## src/inc/rtc_pkg.sv

```systemverilog
/*
  Shared constants and types for the RTC timekeeping core.
  Assumes a 200 MHz mclk and a one-cycle osc_tick per 32.768 kHz period.
*/
package rtc_pkg;
  // register indexes (word address on the bus)
  localparam logic [3:0] IDX_SEC = 4'h0;
  localparam logic [3:0] IDX_SECA = 4'h1;
  localparam logic [3:0] IDX_MIN = 4'h2;
  localparam logic [3:0] IDX_MINA = 4'h3;
  localparam logic [3:0] IDX_HOUR = 4'h4;
  localparam logic [3:0] IDX_HOURA = 4'h5;
  localparam logic [3:0] IDX_DOW = 4'h6;
  localparam logic [3:0] IDX_DOM = 4'h7;
  localparam logic [3:0] IDX_MON = 4'h8;
  localparam logic [3:0] IDX_YEAR = 4'h9;
  localparam logic [3:0] IDX_CRA = 4'ha;
  localparam logic [3:0] IDX_CRB = 4'hb;
  localparam logic [3:0] IDX_CRC = 4'hc;
  localparam logic [3:0] IDX_CRD = 4'hd;
  localparam logic [3:0] IDX_DOMA = 4'he;
  localparam logic [3:0] IDX_MONA = 4'hf;
  // bit positions
  localparam int CRA_DV_HI = 6;
  localparam int CRA_DV_LO = 4;
  localparam int CRA_RS_HI = 3;
  localparam int CRB_SET = 7;
  localparam int CRB_PIE = 6;
  localparam int CRB_AIE = 5;
  localparam int CRB_UIE = 4;
  localparam int CRB_DM = 2;
  localparam int CRB_24H = 1;
  // divider control codes and the alarm don't-care top bits
  localparam logic [2:0] DV_STOP = 3'h0;
  localparam logic [2:0] DV_NORMAL = 3'h2;
  localparam logic [1:0] DV_RST_TOP = 2'h3;
  localparam logic [1:0] AL_DONT_CARE = 2'h3;
  // reset values
  localparam logic [2:0] DV_RESET = 3'h0;
  localparam logic [7:0] CRB_RESET = 8'h02;
  // timebase
  localparam int DIV_W = 15;
  localparam logic [14:0] UPD_POINT = 15'h4000;
  localparam int OSC_HZ = 32768;
  localparam int UIP_US = 244;
  localparam int UIP_TICKS = (UIP_US * OSC_HZ + 999999) / 1000000;
  localparam logic [14:0] UIP_START = UPD_POINT - 15'(UIP_TICKS);
  localparam logic [3:0] PER_SHIFT_R1 = 4'h7;
  localparam logic [3:0] PER_SHIFT_R2 = 4'h8;
  localparam int MCLK_HZ = 200000000;
  localparam int LOCK_MS = 62;
  localparam int LOCK_CYC = LOCK_MS * (MCLK_HZ / 1000);
  // calendar limits
  localparam logic [7:0] T_SEC_LAST = 8'h3b;
  localparam logic [7:0] T_MIN_LAST = 8'h3b;
  localparam logic [7:0] T_HR_LAST = 8'h17;
  localparam logic [7:0] T_DOW_LAST = 8'h07;
  localparam logic [7:0] T_MON_LAST = 8'h0c;
  localparam logic [7:0] T_YR_LAST = 8'h63;
  localparam logic [7:0] T_FIRST = 8'h01;
  localparam logic [7:0] HALF_DAY = 8'h0c;
  localparam logic [7:0] T_FEB = 8'h02;
  localparam logic [7:0] FEB_LEAP = 8'h1d;
  localparam logic [7:0] FEB_NORM = 8'h1c;
  localparam logic [7:0] SHORT_MON = 8'h1e;
  localparam logic [7:0] LONG_MON = 8'h1f;
  localparam logic [15:0] SHORT_MONTHS = 16'h0a50;

  typedef struct packed {
    logic [7:0] sec;
    logic [7:0] min;
    logic [7:0] hour;
    logic [7:0] dow;
    logic [7:0] dom;
    logic [7:0] mon;
    logic [7:0] year;
  } rtc_time_s;

  typedef struct packed {
    logic [7:0] sec;
    logic [7:0] min;
    logic [7:0] hour;
    logic [7:0] dom;
    logic [7:0] mon;
  } rtc_alarm_s;

  typedef enum logic [1:0] {
    LK_DOWN = 2'b00,
    LK_WAIT = 2'b01,
    LK_OPEN = 2'b10
  } rtc_lock_e;
endpackage : rtc_pkg

```

## src/verilog/rtc_timekeeper.sv

```systemverilog
/*
  RTC timekeeping core: divider chain, calendar update, snapshot copy,
  alarm, periodic/update flags and host lockout, behind an Avalon-MM slave.
  Assumes osc_tick is a one-cycle pulse per 32.768 kHz period and the
  supply comparator results arrive synchronous to mclk.
*/
// Added by the designer: the register offsets and the Avalon-MM slave port.
// Notes on behaviour
// - counters use BCD or binary (CONTROL_REG_B bit 2) and 12/24 hour (CONTROL_REG_B bit 1).
// - February gets 29 days every fourth year automatically.
// - internal chain keeps advancing each second while snapshot bit is set.
// - setting snapshot copies time to user copies; host time access uses copies.
// - with snapshot set, host writes change only the user copies.
// - clearing snapshot loads copies into counters between two updates.
// - each update sets update-ended flag; interrupt if its enable is set.
// - time stays unchanged 999 ms after an update before the next.
// - update-in-progress rises 244 us before each update.
// - periodic flag fires half a period plus 244 us before an update.
// - after each update compare five fields to alarm; match sets flag, wakes.
// - alarm match drives interrupt only if alarm enable was set.
// - alarm field with top bits 11 always matches.
// - host inputs blocked while standby supply is below its threshold.
// - after standby appears, lock stays 62 to 125 ms unless fast release.
// - divider code 010 at standby detect releases lockout at once.
// - low battery and bus reset low: release at once and init 00h-0Dh.
// - valid-time flag reading 0 releases lockout at once.
// - divider code 000 stops oscillator once standby power is gone.
// - inactive oscillator suspends timekeeping, periodic and alarm.
// - 15-stage divider gives 1 Hz; first update 500 ms after activation.
// - reading status C clears all flags and drops the interrupt.
`timescale 1ns/1ps
`default_nettype none
module rtc_timekeeper
  import rtc_pkg::*;
#(
  parameter int unsigned LOCK_CYCLES = LOCK_CYC
) (
  // clock and reset
  input wire logic mclk,
  input wire logic reset_n,
  // avalon-mm slave, word addressed
  input wire logic [3:0] avs_address,
  input wire logic avs_read,
  input wire logic avs_write,
  input wire logic [31:0] avs_writedata,
  input wire logic [3:0] avs_byteenable,
  output logic [31:0] avs_readdata,
  output logic avs_waitrequest,
  // timebase and supply comparators
  input wire logic osc_tick,
  input wire logic standby_on_threshold,
  input wire logic standby_off_threshold,
  input wire logic battery_detect_level,
  input wire logic battery_min_level,
  input wire logic bus_reset_in_n,
  // status outputs
  output logic irq,
  output logic wakeup_controller_alarm,
  output logic input_locked,
  output logic osc_active
);

  localparam int CW = $clog2(LOCK_CYCLES + 1);

  //////////////////////////////////////////////////////////////////////////
  // format helpers

  function automatic logic [7:0] to_bin(input logic [7:0] v,
                                        input logic bcd);
    to_bin = bcd ? ({4'h0, v[7:4]} * 8'h0a + {4'h0, v[3:0]}) : v;
  endfunction : to_bin

  function automatic logic [7:0] to_fmt(input logic [7:0] b,
                                        input logic bcd);
    logic [7:0] t;
    logic [7:0] u;
    t = b / 8'h0a;
    u = b % 8'h0a;
    to_fmt = bcd ? {t[3:0], u[3:0]} : b;
  endfunction : to_fmt

  // hours as 0..23 whatever the stored format
  function automatic logic [7:0] hr_get(input logic [7:0] raw,
                                        input logic bcd,
                                        input logic h24);
    logic [7:0] h;
    h = to_bin({1'b0, raw[6:0]}, bcd);
    if (h24) begin
      hr_get = to_bin(raw, bcd);
    end else if (h == HALF_DAY) begin
      hr_get = raw[7] ? HALF_DAY : 8'h00;
    end else begin
      hr_get = raw[7] ? h + HALF_DAY : h;
    end
  endfunction : hr_get

  function automatic logic [7:0] hr_put(input logic [7:0] h,
                                        input logic bcd,
                                        input logic h24);
    logic [7:0] r;
    logic [7:0] f;
    r = (h >= HALF_DAY) ? h - HALF_DAY : h;
    if (r == 8'h00) begin
      r = HALF_DAY;
    end
    f = to_fmt(r, bcd);
    hr_put = h24 ? to_fmt(h, bcd) : {h >= HALF_DAY, f[6:0]};
  endfunction : hr_put

  function automatic logic [7:0] month_len(input logic [7:0] mo,
                                           input logic [7:0] y);
    if (mo == T_FEB) begin
      month_len = (y[1:0] == 2'h0) ? FEB_LEAP : FEB_NORM;
    end else if (SHORT_MONTHS[mo[3:0]]) begin
      month_len = SHORT_MON;
    end else begin
      month_len = LONG_MON;
    end
  endfunction : month_len

  // one-second advance of the whole calendar
  function automatic rtc_time_s tick(input rtc_time_s t,
                                     input logic bcd,
                                     input logic h24);
    logic [7:0] s;
    logic [7:0] m;
    logic [7:0] h;
    logic [7:0] w;
    logic [7:0] d;
    logic [7:0] mo;
    logic [7:0] y;
    s = to_bin(t.sec, bcd);
    m = to_bin(t.min, bcd);
    h = hr_get(t.hour, bcd, h24);
    w = t.dow;
    d = to_bin(t.dom, bcd);
    mo = to_bin(t.mon, bcd);
    y = to_bin(t.year, bcd);
    if (s < T_SEC_LAST) begin
      s = s + 8'h01;
    end else begin
      s = 8'h00;
      if (m < T_MIN_LAST) begin
        m = m + 8'h01;
      end else begin
        m = 8'h00;
        if (h < T_HR_LAST) begin
          h = h + 8'h01;
        end else begin
          h = 8'h00;
          w = (w >= T_DOW_LAST) ? T_FIRST : w + 8'h01;
          if (d < month_len(mo, y)) begin
            d = d + 8'h01;
          end else begin
            d = T_FIRST;
            if (mo < T_MON_LAST) begin
              mo = mo + 8'h01;
            end else begin
              mo = T_FIRST;
              y = (y >= T_YR_LAST) ? 8'h00 : y + 8'h01;
            end
          end
        end
      end
    end
    tick.sec = to_fmt(s, bcd);
    tick.min = to_fmt(m, bcd);
    tick.hour = hr_put(h, bcd, h24);
    tick.dow = w;
    tick.dom = to_fmt(d, bcd);
    tick.mon = to_fmt(mo, bcd);
    tick.year = to_fmt(y, bcd);
  endfunction : tick

  function automatic logic [7:0] t_get(input rtc_time_s t,
                                       input logic [3:0] i);
    case (i)
      IDX_SEC: t_get = t.sec;
      IDX_MIN: t_get = t.min;
      IDX_HOUR: t_get = t.hour;
      IDX_DOW: t_get = t.dow;
      IDX_DOM: t_get = t.dom;
      IDX_MON: t_get = t.mon;
      IDX_YEAR: t_get = t.year;
      default: t_get = 8'h00;
    endcase
  endfunction : t_get

  function automatic rtc_time_s t_put(input rtc_time_s t,
                                      input logic [3:0] i,
                                      input logic [7:0] d);
    t_put = t;
    case (i)
      IDX_SEC: t_put.sec = d;
      IDX_MIN: t_put.min = d;
      IDX_HOUR: t_put.hour = d;
      IDX_DOW: t_put.dow = d;
      IDX_DOM: t_put.dom = d;
      IDX_MON: t_put.mon = d;
      IDX_YEAR: t_put.year = d;
      default: t_put = t;
    endcase
  endfunction : t_put

  function automatic logic al_hit(input logic [7:0] cur,
                                  input logic [7:0] al);
    al_hit = (al[7:6] == AL_DONT_CARE) || (al == cur);
  endfunction : al_hit

  //////////////////////////////////////////////////////////////////////////
  // state

  rtc_time_s tm;
  rtc_time_s ucp;
  rtc_alarm_s alm;
  logic [2:0] dv;
  logic [3:0] rs;
  logic [7:0] control_reg_b;
  logic uf;
  logic af;
  logic pf;
  logic uip;
  logic [DIV_W-1:0] div;
  logic pend_load;
  logic upd_d;
  logic valid_time_flag;
  logic sb_ok;
  logic ack;
  logic [CW-1:0] lk_cnt;
  rtc_lock_e lk;
  rtc_lock_e next_lk;
  rtc_time_s next_tm;
  rtc_time_s next_ucp;

  //////////////////////////////////////////////////////////////////////////
  // bus decode: one wait cycle, then the answer

  wire req = avs_read | avs_write;
  wire locked = (lk != LK_OPEN);
  wire done = req & ack;
  wire [7:0] wd = avs_writedata[7:0];
  wire wr = avs_write & done & ~locked & avs_byteenable[0];
  wire rd = avs_read & done & ~locked;
  wire is_time = (t_get('1, avs_address) != 8'h00);
  wire snap_on = control_reg_b[CRB_SET];
  wire tm_wr = wr & is_time & ~snap_on;
  wire ucp_wr = wr & is_time & snap_on;
  wire crb_wr = wr & (avs_address == IDX_CRB);
  wire cra_wr = wr & (avs_address == IDX_CRA);
  wire snap_take = crb_wr & wd[CRB_SET] & ~snap_on;
  wire snap_drop = crb_wr & ~wd[CRB_SET] & snap_on;
  wire c_clr = rd & (avs_address == IDX_CRC);

  assign avs_waitrequest = req & ~ack;

  //////////////////////////////////////////////////////////////////////////
  // oscillator and divider chain

  wire bcd = ~control_reg_b[CRB_DM];
  wire h24 = control_reg_b[CRB_24H];
  // stopped only by code 000 or a dead battery, and only off standby
  assign osc_active = sb_ok | (battery_min_level & (dv != DV_STOP));
  wire chain_rst = (dv[2:1] == DV_RST_TOP);
  wire chain_run = osc_active & (dv == DV_NORMAL);
  wire tk = osc_tick & chain_run;
  wire [DIV_W-1:0] div_nx = div + 15'h0001;
  // the 1 Hz edge sits half way round the chain: 500 ms after a restart
  wire upd = tk & (div_nx == UPD_POINT);
  wire uip_rise = tk & (div_nx == UIP_START);

  // periodic rate: shift of the tap period in oscillator ticks
  wire [3:0] psh = (rs == 4'h1) ? PER_SHIFT_R1 :
                   (rs == 4'h2) ? PER_SHIFT_R2 : rs - 4'h1;
  wire [DIV_W-1:0] pmask = (15'h0001 << psh) - 15'h0001;
  wire [DIV_W-1:0] phalf = 15'h0001 << (psh - 4'h1);
  wire [DIV_W-1:0] ptgt = (15'h0000 - phalf - 15'(UIP_TICKS)) & pmask;
  wire pfire = tk & (rs != 4'h0) & ((div_nx & pmask) == ptgt);

  //////////////////////////////////////////////////////////////////////////
  // alarm compare and power lockout decode

  wire al_match = al_hit(tm.sec, alm.sec) & al_hit(tm.min, alm.min) &
                  al_hit(tm.hour, alm.hour) & al_hit(tm.dom, alm.dom) &
                  al_hit(tm.mon, alm.mon);
  wire al_set = upd_d & al_match;
  wire bat_dead_rst = ~battery_detect_level & ~bus_reset_in_n;
  wire fast_open = (dv == DV_NORMAL) | ~valid_time_flag | bat_dead_rst;
  wire init = (lk == LK_DOWN) & sb_ok & bat_dead_rst;
  wire load_now = pend_load & ~upd;
  wire irq_pending_flag = (pf & control_reg_b[CRB_PIE]) | (af & control_reg_b[CRB_AIE]) |
              (uf & control_reg_b[CRB_UIE]);

  assign irq = irq_pending_flag;
  assign input_locked = locked;

  always_comb begin
    next_tm = tm;
    if (upd) begin
      next_tm = tick(tm, bcd, h24);
    end else if (load_now) begin
      next_tm = ucp;
    end
    if (tm_wr) begin
      next_tm = t_put(next_tm, avs_address, wd);
    end
    if (init) begin
      next_tm = '0;
    end
  end

  always_comb begin
    next_ucp = snap_take ? tm : ucp;
    if (ucp_wr) begin
      next_ucp = t_put(next_ucp, avs_address, wd);
    end
    if (init) begin
      next_ucp = '0;
    end
  end

  always_comb begin
    next_lk = lk;
    case (lk)
      LK_DOWN: begin
        if (sb_ok) begin
          next_lk = fast_open ? LK_OPEN : LK_WAIT;
        end
      end
      LK_WAIT: begin
        if (!sb_ok) begin
          next_lk = LK_DOWN;
        end else if (lk_cnt == CW'(LOCK_CYCLES - 1)) begin
          next_lk = LK_OPEN;
        end
      end
      LK_OPEN: begin
        if (!sb_ok) begin
          next_lk = LK_DOWN;
        end
      end
      default: next_lk = LK_DOWN;
    endcase
  end

  //////////////////////////////////////////////////////////////////////////
  // read mux

  wire [7:0] rd_mux =
    is_time ? t_get(snap_on ? ucp : tm, avs_address) :
    (avs_address == IDX_SECA) ? alm.sec :
    (avs_address == IDX_MINA) ? alm.min :
    (avs_address == IDX_HOURA) ? alm.hour :
    (avs_address == IDX_DOMA) ? alm.dom :
    (avs_address == IDX_MONA) ? alm.mon :
    (avs_address == IDX_CRA) ? {uip, dv, rs} :
    (avs_address == IDX_CRB) ? control_reg_b :
    (avs_address == IDX_CRC) ? {irq_pending_flag, pf, af, uf, 4'h0} :
    (avs_address == IDX_CRD) ? {valid_time_flag, 7'h00} : 8'h00;

  //////////////////////////////////////////////////////////////////////////
  // registers

  always_ff @(posedge mclk) begin
    if (!reset_n) begin
      ack <= 1'b0;
      avs_readdata <= 32'h0;
    end else begin
      ack <= req & ~ack;
      if (req & ~ack) begin
        avs_readdata <= locked ? 32'h0 : {24'h0, rd_mux};
      end
    end
  end

  always_ff @(posedge mclk) begin
    if (!reset_n) begin
      tm <= '0;
      ucp <= '0;
    end else begin
      tm <= next_tm;
      ucp <= next_ucp;
    end
  end

  always_ff @(posedge mclk) begin
    if (!reset_n || init) begin
      alm <= '0;
      dv <= DV_RESET;
      rs <= 4'h0;
      control_reg_b <= CRB_RESET;
    end else begin
      if (wr & (avs_address == IDX_SECA)) alm.sec <= wd;
      if (wr & (avs_address == IDX_MINA)) alm.min <= wd;
      if (wr & (avs_address == IDX_HOURA)) alm.hour <= wd;
      if (wr & (avs_address == IDX_DOMA)) alm.dom <= wd;
      if (wr & (avs_address == IDX_MONA)) alm.mon <= wd;
      if (cra_wr) begin
        dv <= wd[CRA_DV_HI:CRA_DV_LO];
        rs <= wd[CRA_RS_HI:0];
      end
      if (crb_wr) control_reg_b <= wd;
    end
  end

  // flags: a new event beats a same-cycle clear
  always_ff @(posedge mclk) begin
    if (!reset_n || init) begin
      uf <= 1'b0;
      af <= 1'b0;
      pf <= 1'b0;
    end else begin
      uf <= upd | (uf & ~c_clr);
      af <= al_set | (af & ~c_clr);
      pf <= pfire | (pf & ~c_clr);
    end
  end

  always_ff @(posedge mclk) begin
    if (!reset_n || init) begin
      div <= '0;
      uip <= 1'b0;
      upd_d <= 1'b0;
      pend_load <= 1'b0;
      wakeup_controller_alarm <= 1'b0;
    end else begin
      if (chain_rst) begin
        div <= '0;
      end else if (tk) begin
        div <= div_nx;
      end
      if (upd || chain_rst) begin
        uip <= 1'b0;
      end else if (uip_rise) begin
        uip <= 1'b1;
      end
      upd_d <= upd;
      wakeup_controller_alarm <= al_set;
      if (snap_drop) begin
        pend_load <= 1'b1;
      end else if (snap_take || load_now) begin
        pend_load <= 1'b0;
      end
    end
  end

  // standby presence with on/off hysteresis, then the lockout timer
  always_ff @(posedge mclk) begin
    if (!reset_n) begin
      sb_ok <= 1'b0;
      valid_time_flag <= 1'b0;
      lk <= LK_DOWN;
      lk_cnt <= '0;
    end else begin
      if (!sb_ok && standby_on_threshold) begin
        sb_ok <= 1'b1;
      end else if (sb_ok && !standby_off_threshold) begin
        sb_ok <= 1'b0;
      end
      valid_time_flag <= battery_detect_level;
      lk <= next_lk;
      lk_cnt <= (lk == LK_WAIT) ? lk_cnt + CW'(1) : '0;
    end
  end

endmodule : rtc_timekeeper
`default_nettype wire

```

## config.mk

```make
export PLATFORM = sky130hd
export DESIGN_NAME = rtc_timekeeper
export DESIGN_NICKNAME = d
export VERILOG_FILES = /design/src/inc/rtc_pkg.sv /design/src/verilog/rtc_timekeeper.sv
export SDC_FILE = /design/constraint.sdc
export NUM_CORES = 1
export LEC_CHECK = 0
export BUFFER_PORTS_ARGS = -buffer_cell sky130_fd_sc_hd__buf_2
export CORE_MARGIN = 8
export CORE_UTILIZATION = 56
export CTS_CLUSTER_DIAMETER = 60
export DETAILED_ROUTE_END_ITERATION = 12
export GPL_TIMING_DRIVEN = 0
export HOLD_SLACK_MARGIN = 0.02
export PLACE_DENSITY_LB_ADDON = 0.2
export SLEW_MARGIN = 40
export SYNTH_ARGS = -nofsm -noshare
export SYNTH_HDL_FRONTEND = slang
export SYNTH_SLANG_ARGS = --single-unit
```

## constraint.sdc

```tcl
create_clock -name mclk -period 20.8 [get_ports mclk]
set_input_delay 4.16 -clock mclk [delete_from_list [all_inputs] [get_ports mclk]]
set_output_delay 4.16 -clock mclk [all_outputs]
set_load 0.02 [all_outputs]
```

Yosys cells after proc, flatten, opt, wreduce, memory -nomap -nowiden
Memory sizes are Yosys's and may differ from the RTL's.
Cells that the tools add are included.

storage, ports and cells
  memories = 1
  bits in writable memories = 0
  input bits = 50
  logic and storage cells = 333
  latch bits = 0
  ROM bits = 16
  register bits = 250

memories
  name             words  width  read ports  clocked after Yosys merged registers in  wr ports  RTL line               source
  (no name shown)  16     1      1           0                                        0         rtc_timekeeper.sv:114  end else if (SHORT_MONTHS[mo[3:0]]) begin

operators by class
  div/mod/pow operators = 14
  reductions and logical operators = 28
  add/sub/neg operators = 23
  magnitude comparators = 9
  $mul = 7
  shift operators = 2
  bitwise gates (word level) = 65
  equal/unequal tests = 41
  multiplexer cells = 107

operator list
  cell                   count
  $mux 8                 82
  $mux 56                6
  $add 8x1->8 const B    7
  $div 8x4->8 const B    7
  $mod 8x4->8 const B    7
  $pmux 8 s7             1
  $add 8x4->8            6
  $and 1x1->1            44
  $mul 4x3->7 const B    6
  $eq 8x8->1             5
  $eq 4x4->1 const B     8
  $and 15x15->15         2
  $shl 1x4->15 const A   2
  $add 24x1->24 const B  1
  $eq 24x24->1 const B   1
  $eq 4x3->1 const B     4
  $lt 8x6->1 const B     2
  $add 15x1->15 const B  1
  $eq 15x14->1 const B   1
  $eq 15x15->1           1
  $eq 15x15->1 const B   1
  $sub 1x15->15 const A  1
  $sub 15x1->15 const B  1
  $sub 15x4->15 const B  1
  42 further kinds       98

Longest topological paths before layout
  depth after elaboration = 24
  mapped depth = 42

Worst setup path before layout
Ideal clock, no wire load.

  path type = in2out
  start point = input port avs_write
  end point = output port avs_waitrequest
  stages on the path = 3
  data arrival time = 4.796 ns
  required time = 16.640 ns
  buffers on the path = 1
  setup slack = 11.844 ns
  path through = o21bai_1 -> clkbuf_1 -> inv_1

on the way
  longest elaborated chain between the ends = 2

ends and longest elaborated chain
  what                RTL line               source
  start: declaration  rtc_timekeeper.sv:44   input wire logic avs_write,
  $or 1x1->1          rtc_timekeeper.sv:238  wire req = avs_read | avs_write;
  $and 1x1->1         rtc_timekeeper.sv:254  assign avs_waitrequest = req & ~ack;
  end: declaration    rtc_timekeeper.sv:48   output logic avs_waitrequest,

No other way between the ends.

Final worst setup path
  start point = register control_reg_b[2]
  end point = register tm[33] in the netlist's numbering

on the way
  longest elaborated chain between the ends = 22
  elaborated cells on any way between the ends = 32

ends and longest elaborated chain
  what                                              RTL line                                      source
  start: declaration                                rtc_timekeeper.sv:218                         logic [7:0] control_reg_b;
  start signal: assignment                          rtc_timekeeper.sv:401                         if (crb_wr) control_reg_b <= wd;
  $mux 8                                            rtc_timekeeper.sv:70                          to_bin = bcd ? ({4'h0, v[7:4]} * 8'h0a + {4'h0, v[3:0]}) : v;
  $add 8x4->8                                       rtc_timekeeper.sv:93                          hr_get = raw[7] ? h + HALF_DAY : h;
  $mux 8                                            rtc_timekeeper.sv:93
  $mux 8                                            rtc_timekeeper.sv:90                          end else if (h == HALF_DAY) begin
  $mux 8                                            rtc_timekeeper.sv:88                          if (h24) begin
  $mux 8                                            rtc_timekeeper.sv:298                         if (upd) begin
  $add 8x1->8 / $lt 8x5->1 (equally long branches)  rtc_timekeeper.sv:148, rtc_timekeeper.sv:147
  $mux 8                                            rtc_timekeeper.sv:147                         if (h < T_HR_LAST) begin
  (+6 left out)                                     n/a
  $mux 8                                            rtc_timekeeper.sv:103                         if (r == 8'h00) begin
  $mux 8                                            rtc_timekeeper.sv:298
  $mod 8x4->8                                       rtc_timekeeper.sv:78                          u = b % 8'h0a;
  $mux 7                                            rtc_timekeeper.sv:79                          to_fmt = bcd ? {t[3:0], u[3:0]} : b;
  $mux 8 (*)                                        rtc_timekeeper.sv:107                         hr_put = h24 ? to_fmt(h, bcd) : {h >= HALF_DAY, f[6:0]};
  $mux 56 (*)                                       rtc_timekeeper.sv:298
  $mux 8                                            rtc_timekeeper.sv:193                         case (i)
  $mux 56 (*)                                       rtc_timekeeper.sv:303                         if (tm_wr) begin
  end signal: assignment                            rtc_timekeeper.sv:380                         tm <= next_tm;
  end: declaration                                  rtc_timekeeper.sv:213                         rtc_time_s tm;

Every way passes the cells marked *; elsewhere a longest branch is shown, timed or not. The select of a mux whose other input is x is not followed.
A chain may end at the register's enable or synchronous reset.

==> impl_metrics.toml <==
[power_and_ir_drop]
pwr-share-comb = 0.054
cellInternalPower_mw = 0.749
vdd_drop_max_mv = 0.0675
power_per_unit_of_standard_cell_area_nw_per_um2 = 44.2
clock_power_share = 0.521
power.leakage_nw = 8.76
share_seq_of_total_power = 0.425
power.switching_fraction = 0.267
switchingPower_mw = 0.273

[sta]
timing.final.hold_violations = 0
final_period_minus_worst_setup_slack_ns = 11.23
post-route-period-util = 0.540
finalMaxSlewViolations = 0
timing.clock.skew_ns = 0.0479
final.setup.tns_ns = 0
slew_headroom = 0.372
worst_pin_slew_ns = 0.942
clock.fmax_ghz = 0.0890
setup_viol = 0
grt_setup_unrepaired = "no"
setup_ws_ns = 9.57

[clocking]
post_cts_resize_count = 0
cts_setup_buffers = 0
max-clock-path-buffers = 3
htree_num_levels = 1
tritoncts = "done"
clock_sink_count = 226
number_of_buffers_created_by_cts = 30
insertion_delay_ns = 0.61
cts_hold_repair.buffers = 0
clk_root_buf = "clkbuf_16"
cts.clk_slew.worst_paths_ns = 0.06

[yosys]
post_synth_num_cell_types = 109
most_used_dff_post_synth = "dfxtp_1"
synth.top_cells.by_area = "dfxtp_1 21%, mux2i_1 7.6%, nand2_1 6.7%"
sequential_area_share_after_synthesis = 0.215
yosys_warnings = 0
synth_edf_count = 0
yosys_register_bits = 226
post_synth.cell_area_avg_sq_um = 7.31
synth_cells = 2881
synth.top_cell.area_share = 0.215
synth_top_cell_by_area = "dfxtp_1"
synth_area_sq_um = 21100
synth-async-reset-ratio = 0

[floorplan]
die_w_um = 210
floorplan.die.height_um = 210
design.die.area_sq_um = 44100
ioPinCount = 87
placementRows = 71
fp.coreArea_sq_um = 37400
initial_core_util = 0.563

[setup_path]
worst_setup_path_startpoint = "control_reg_b[2]"
timing.critical_path.mode_cell = "buf_2"
timing.critical_path.from_type = "flip-flop"
crit-reg2reg-launch = "control_reg_b[2]"
slowest_delay_ns = 0.70
cpMaxStageDelayCell = "clkbuf_1"
worst-endpoint-required_ns = 21.25
setup.worst_path.class = "reg2reg"
worst-path-max-fanout = 10
critPathArrivalTime_ns = 11.68
worstSetupEndpointType = "flip-flop"

[final_layout]
final_net_count = 3124
multiInputGateArea_sq_um = 15600
fillerInstances = 3500
layout-drive-gt1-share = 0.0834
layout.area.seq_sq_um = 4520
area_growth_pct = 9.71
post-route-util = 0.618

[global_routing]
grt_use_total = 0.361
grt_max_degree = 17
global_route.overflow_total = 0
first_global_vias = 21800
number_of_antenna_violations_at_the_first_check_in_global_routing = 3
grt_pass1_wl_um = 127000

[routing]
vias_per_cell = 6.74
postRouteWirelength_um = 83800
drc = 0
initialDrtViolationCount = 2914
detail-route-antenna-nets = 0
dr.pass1.iters = 7
detail_route.wl_per_cell_um = 23.8
vias = 23700

[placed_design]
finalWeightedCongestion = 1.07
place_worst_setup_slack_ns = 10.02
buffer_ports.inserted = 33
dpl.hpwl_um = 63800

[status]
status = "complete, no violations"

[min_path]
holdCritPathClass = "reg2reg"
holdCritStartpoint = "control_reg_b[0]"

[run]
maxCapViolations = 0
layout by cell type, fill, tap and decap left out, drive strengths merged, types with 44 or more instances in the layout:
cell type  Yosys  routed
nor4          44      44
xnor2         78      78
clkbuf       143     187
a21oi        187     187
buf           62     100
nor2         349     349
nand2        376     376
nand3         92      92
inv           57      63
a311oi        63      63
mux2i        159     159
dfxtp        226     226
ha            87      87
o211ai        47      47
xor2          86      86
o21ai        135     135
nor3          91      91
path summary, 6_finish.rpt:
check	to	slack [ns]	cells past startpoint
min	control_reg_b[0]	0.46	2
max	tm[33]	9.57	36
min reg2reg	control_reg_b[0]	0.46	2
max reg2reg	tm[33]	9.57	36
final cells by class:
| class | count | area share |
|---|---|---|
| clock inverters | 13 | 0.00682 |
| plain buffers | 205 | 0.0402 |
| clock buffers | 43 | 0.0368 |
| diodes | 2 | 0.000217 |
| flip-flops and latches | 226 | 0.196 |
| well taps | 511 | 0.0277 |
| multi-input cells | 2414 | 0.674 |
| inverters | 59 | 0.00958 |
| repair buffers | 39 | 0.00904 |
metrics by stage:
| stage | total power [mW] | hold WS, ns | instance area [sq um] | std cells |
|---|---|---|---|---|
| detailed placement | 0.495 | 0.447 | 22000 | 3451 |
| finish | 1.02 | 0.457 | 23100 | 3512 |
| CTS | 1.01 | 0.455 | 23000 | 3507 |
| global placement | 0.495 | 0.438 | 22000 | 3448 |
| global route | 1.04 | 0.480 | 23100 | 3511 |
| floorplan | 0.474 | 0.416 | 21200 | 2904 |
cell families (layout without fill, tap and decap cells):
kind of cell	Yosys count	in the layout	synth area share
adders and majority gates	108	108	0.0674
muxes	181	181	0.0880
buffers and inverters	264	359	0.0537
AOI/OAI and AO/OA	765	765	0.247
and+or+nand+nor	1172	1172	0.259
DFF	226	226	0.215
xor gates and xnor gates	164	164	0.0696
other	1	26	0.000178
registers in the layout, summed over array words and instances, names as in the netlist, 2 cells and up:
name,flops
alm,40
avs_readdata,8
control_reg_b,8
div,15
dv,3
lk,2
lk_cnt,24
rs,4
tm,56
ucp,56
worst max-delay path: cells and delay by family, from the launching register on:
family	cells	cell delay, ns
compound gates	10	2.64
fa+ha+maj	4	1.22
buf+inv	12	4.27
flops	1	0.33
mux	1	0.43
simple gates	9	2.12
power groups by stage:
stage               logic (mW)  clock network (mW)  registers (mW)
global placement        0.0509                   0           0.444
detailed placement      0.0517                   0           0.444
CTS                     0.0520               0.526           0.434
global route            0.0569               0.548           0.434
finish                  0.0556               0.532           0.434
floorplan               0.0301                   0           0.444
Yosys cell counts (36+ instances only):
library cell,n
nand2_1,376
a311oi_1,63
o211ai_1,47
o21ai_0,117
a211oi_1,36
xnor2_1,75
a21oi_1,186
nor3_1,90
mux2i_1,159
xor2_1,85
dfxtp_1,226
ha_1,87
o22ai_1,41
nor4_1,42
clkbuf_1,143
nand3_1,89
nor2_1,345
inv_1,53
routing by layer:
layer / GRT usage / up-vias / share of wire
li1: - / 10700 / -
met1: 0.494 / 11100 / 0.41
met2: 0.533 / 1532 / 0.41
met3: 0.0821 / 308 / 0.12
met4: 0.172 / 2 / 0.056
met5: 0 / - / 0.00016
(Power assumes the default switching activity.)
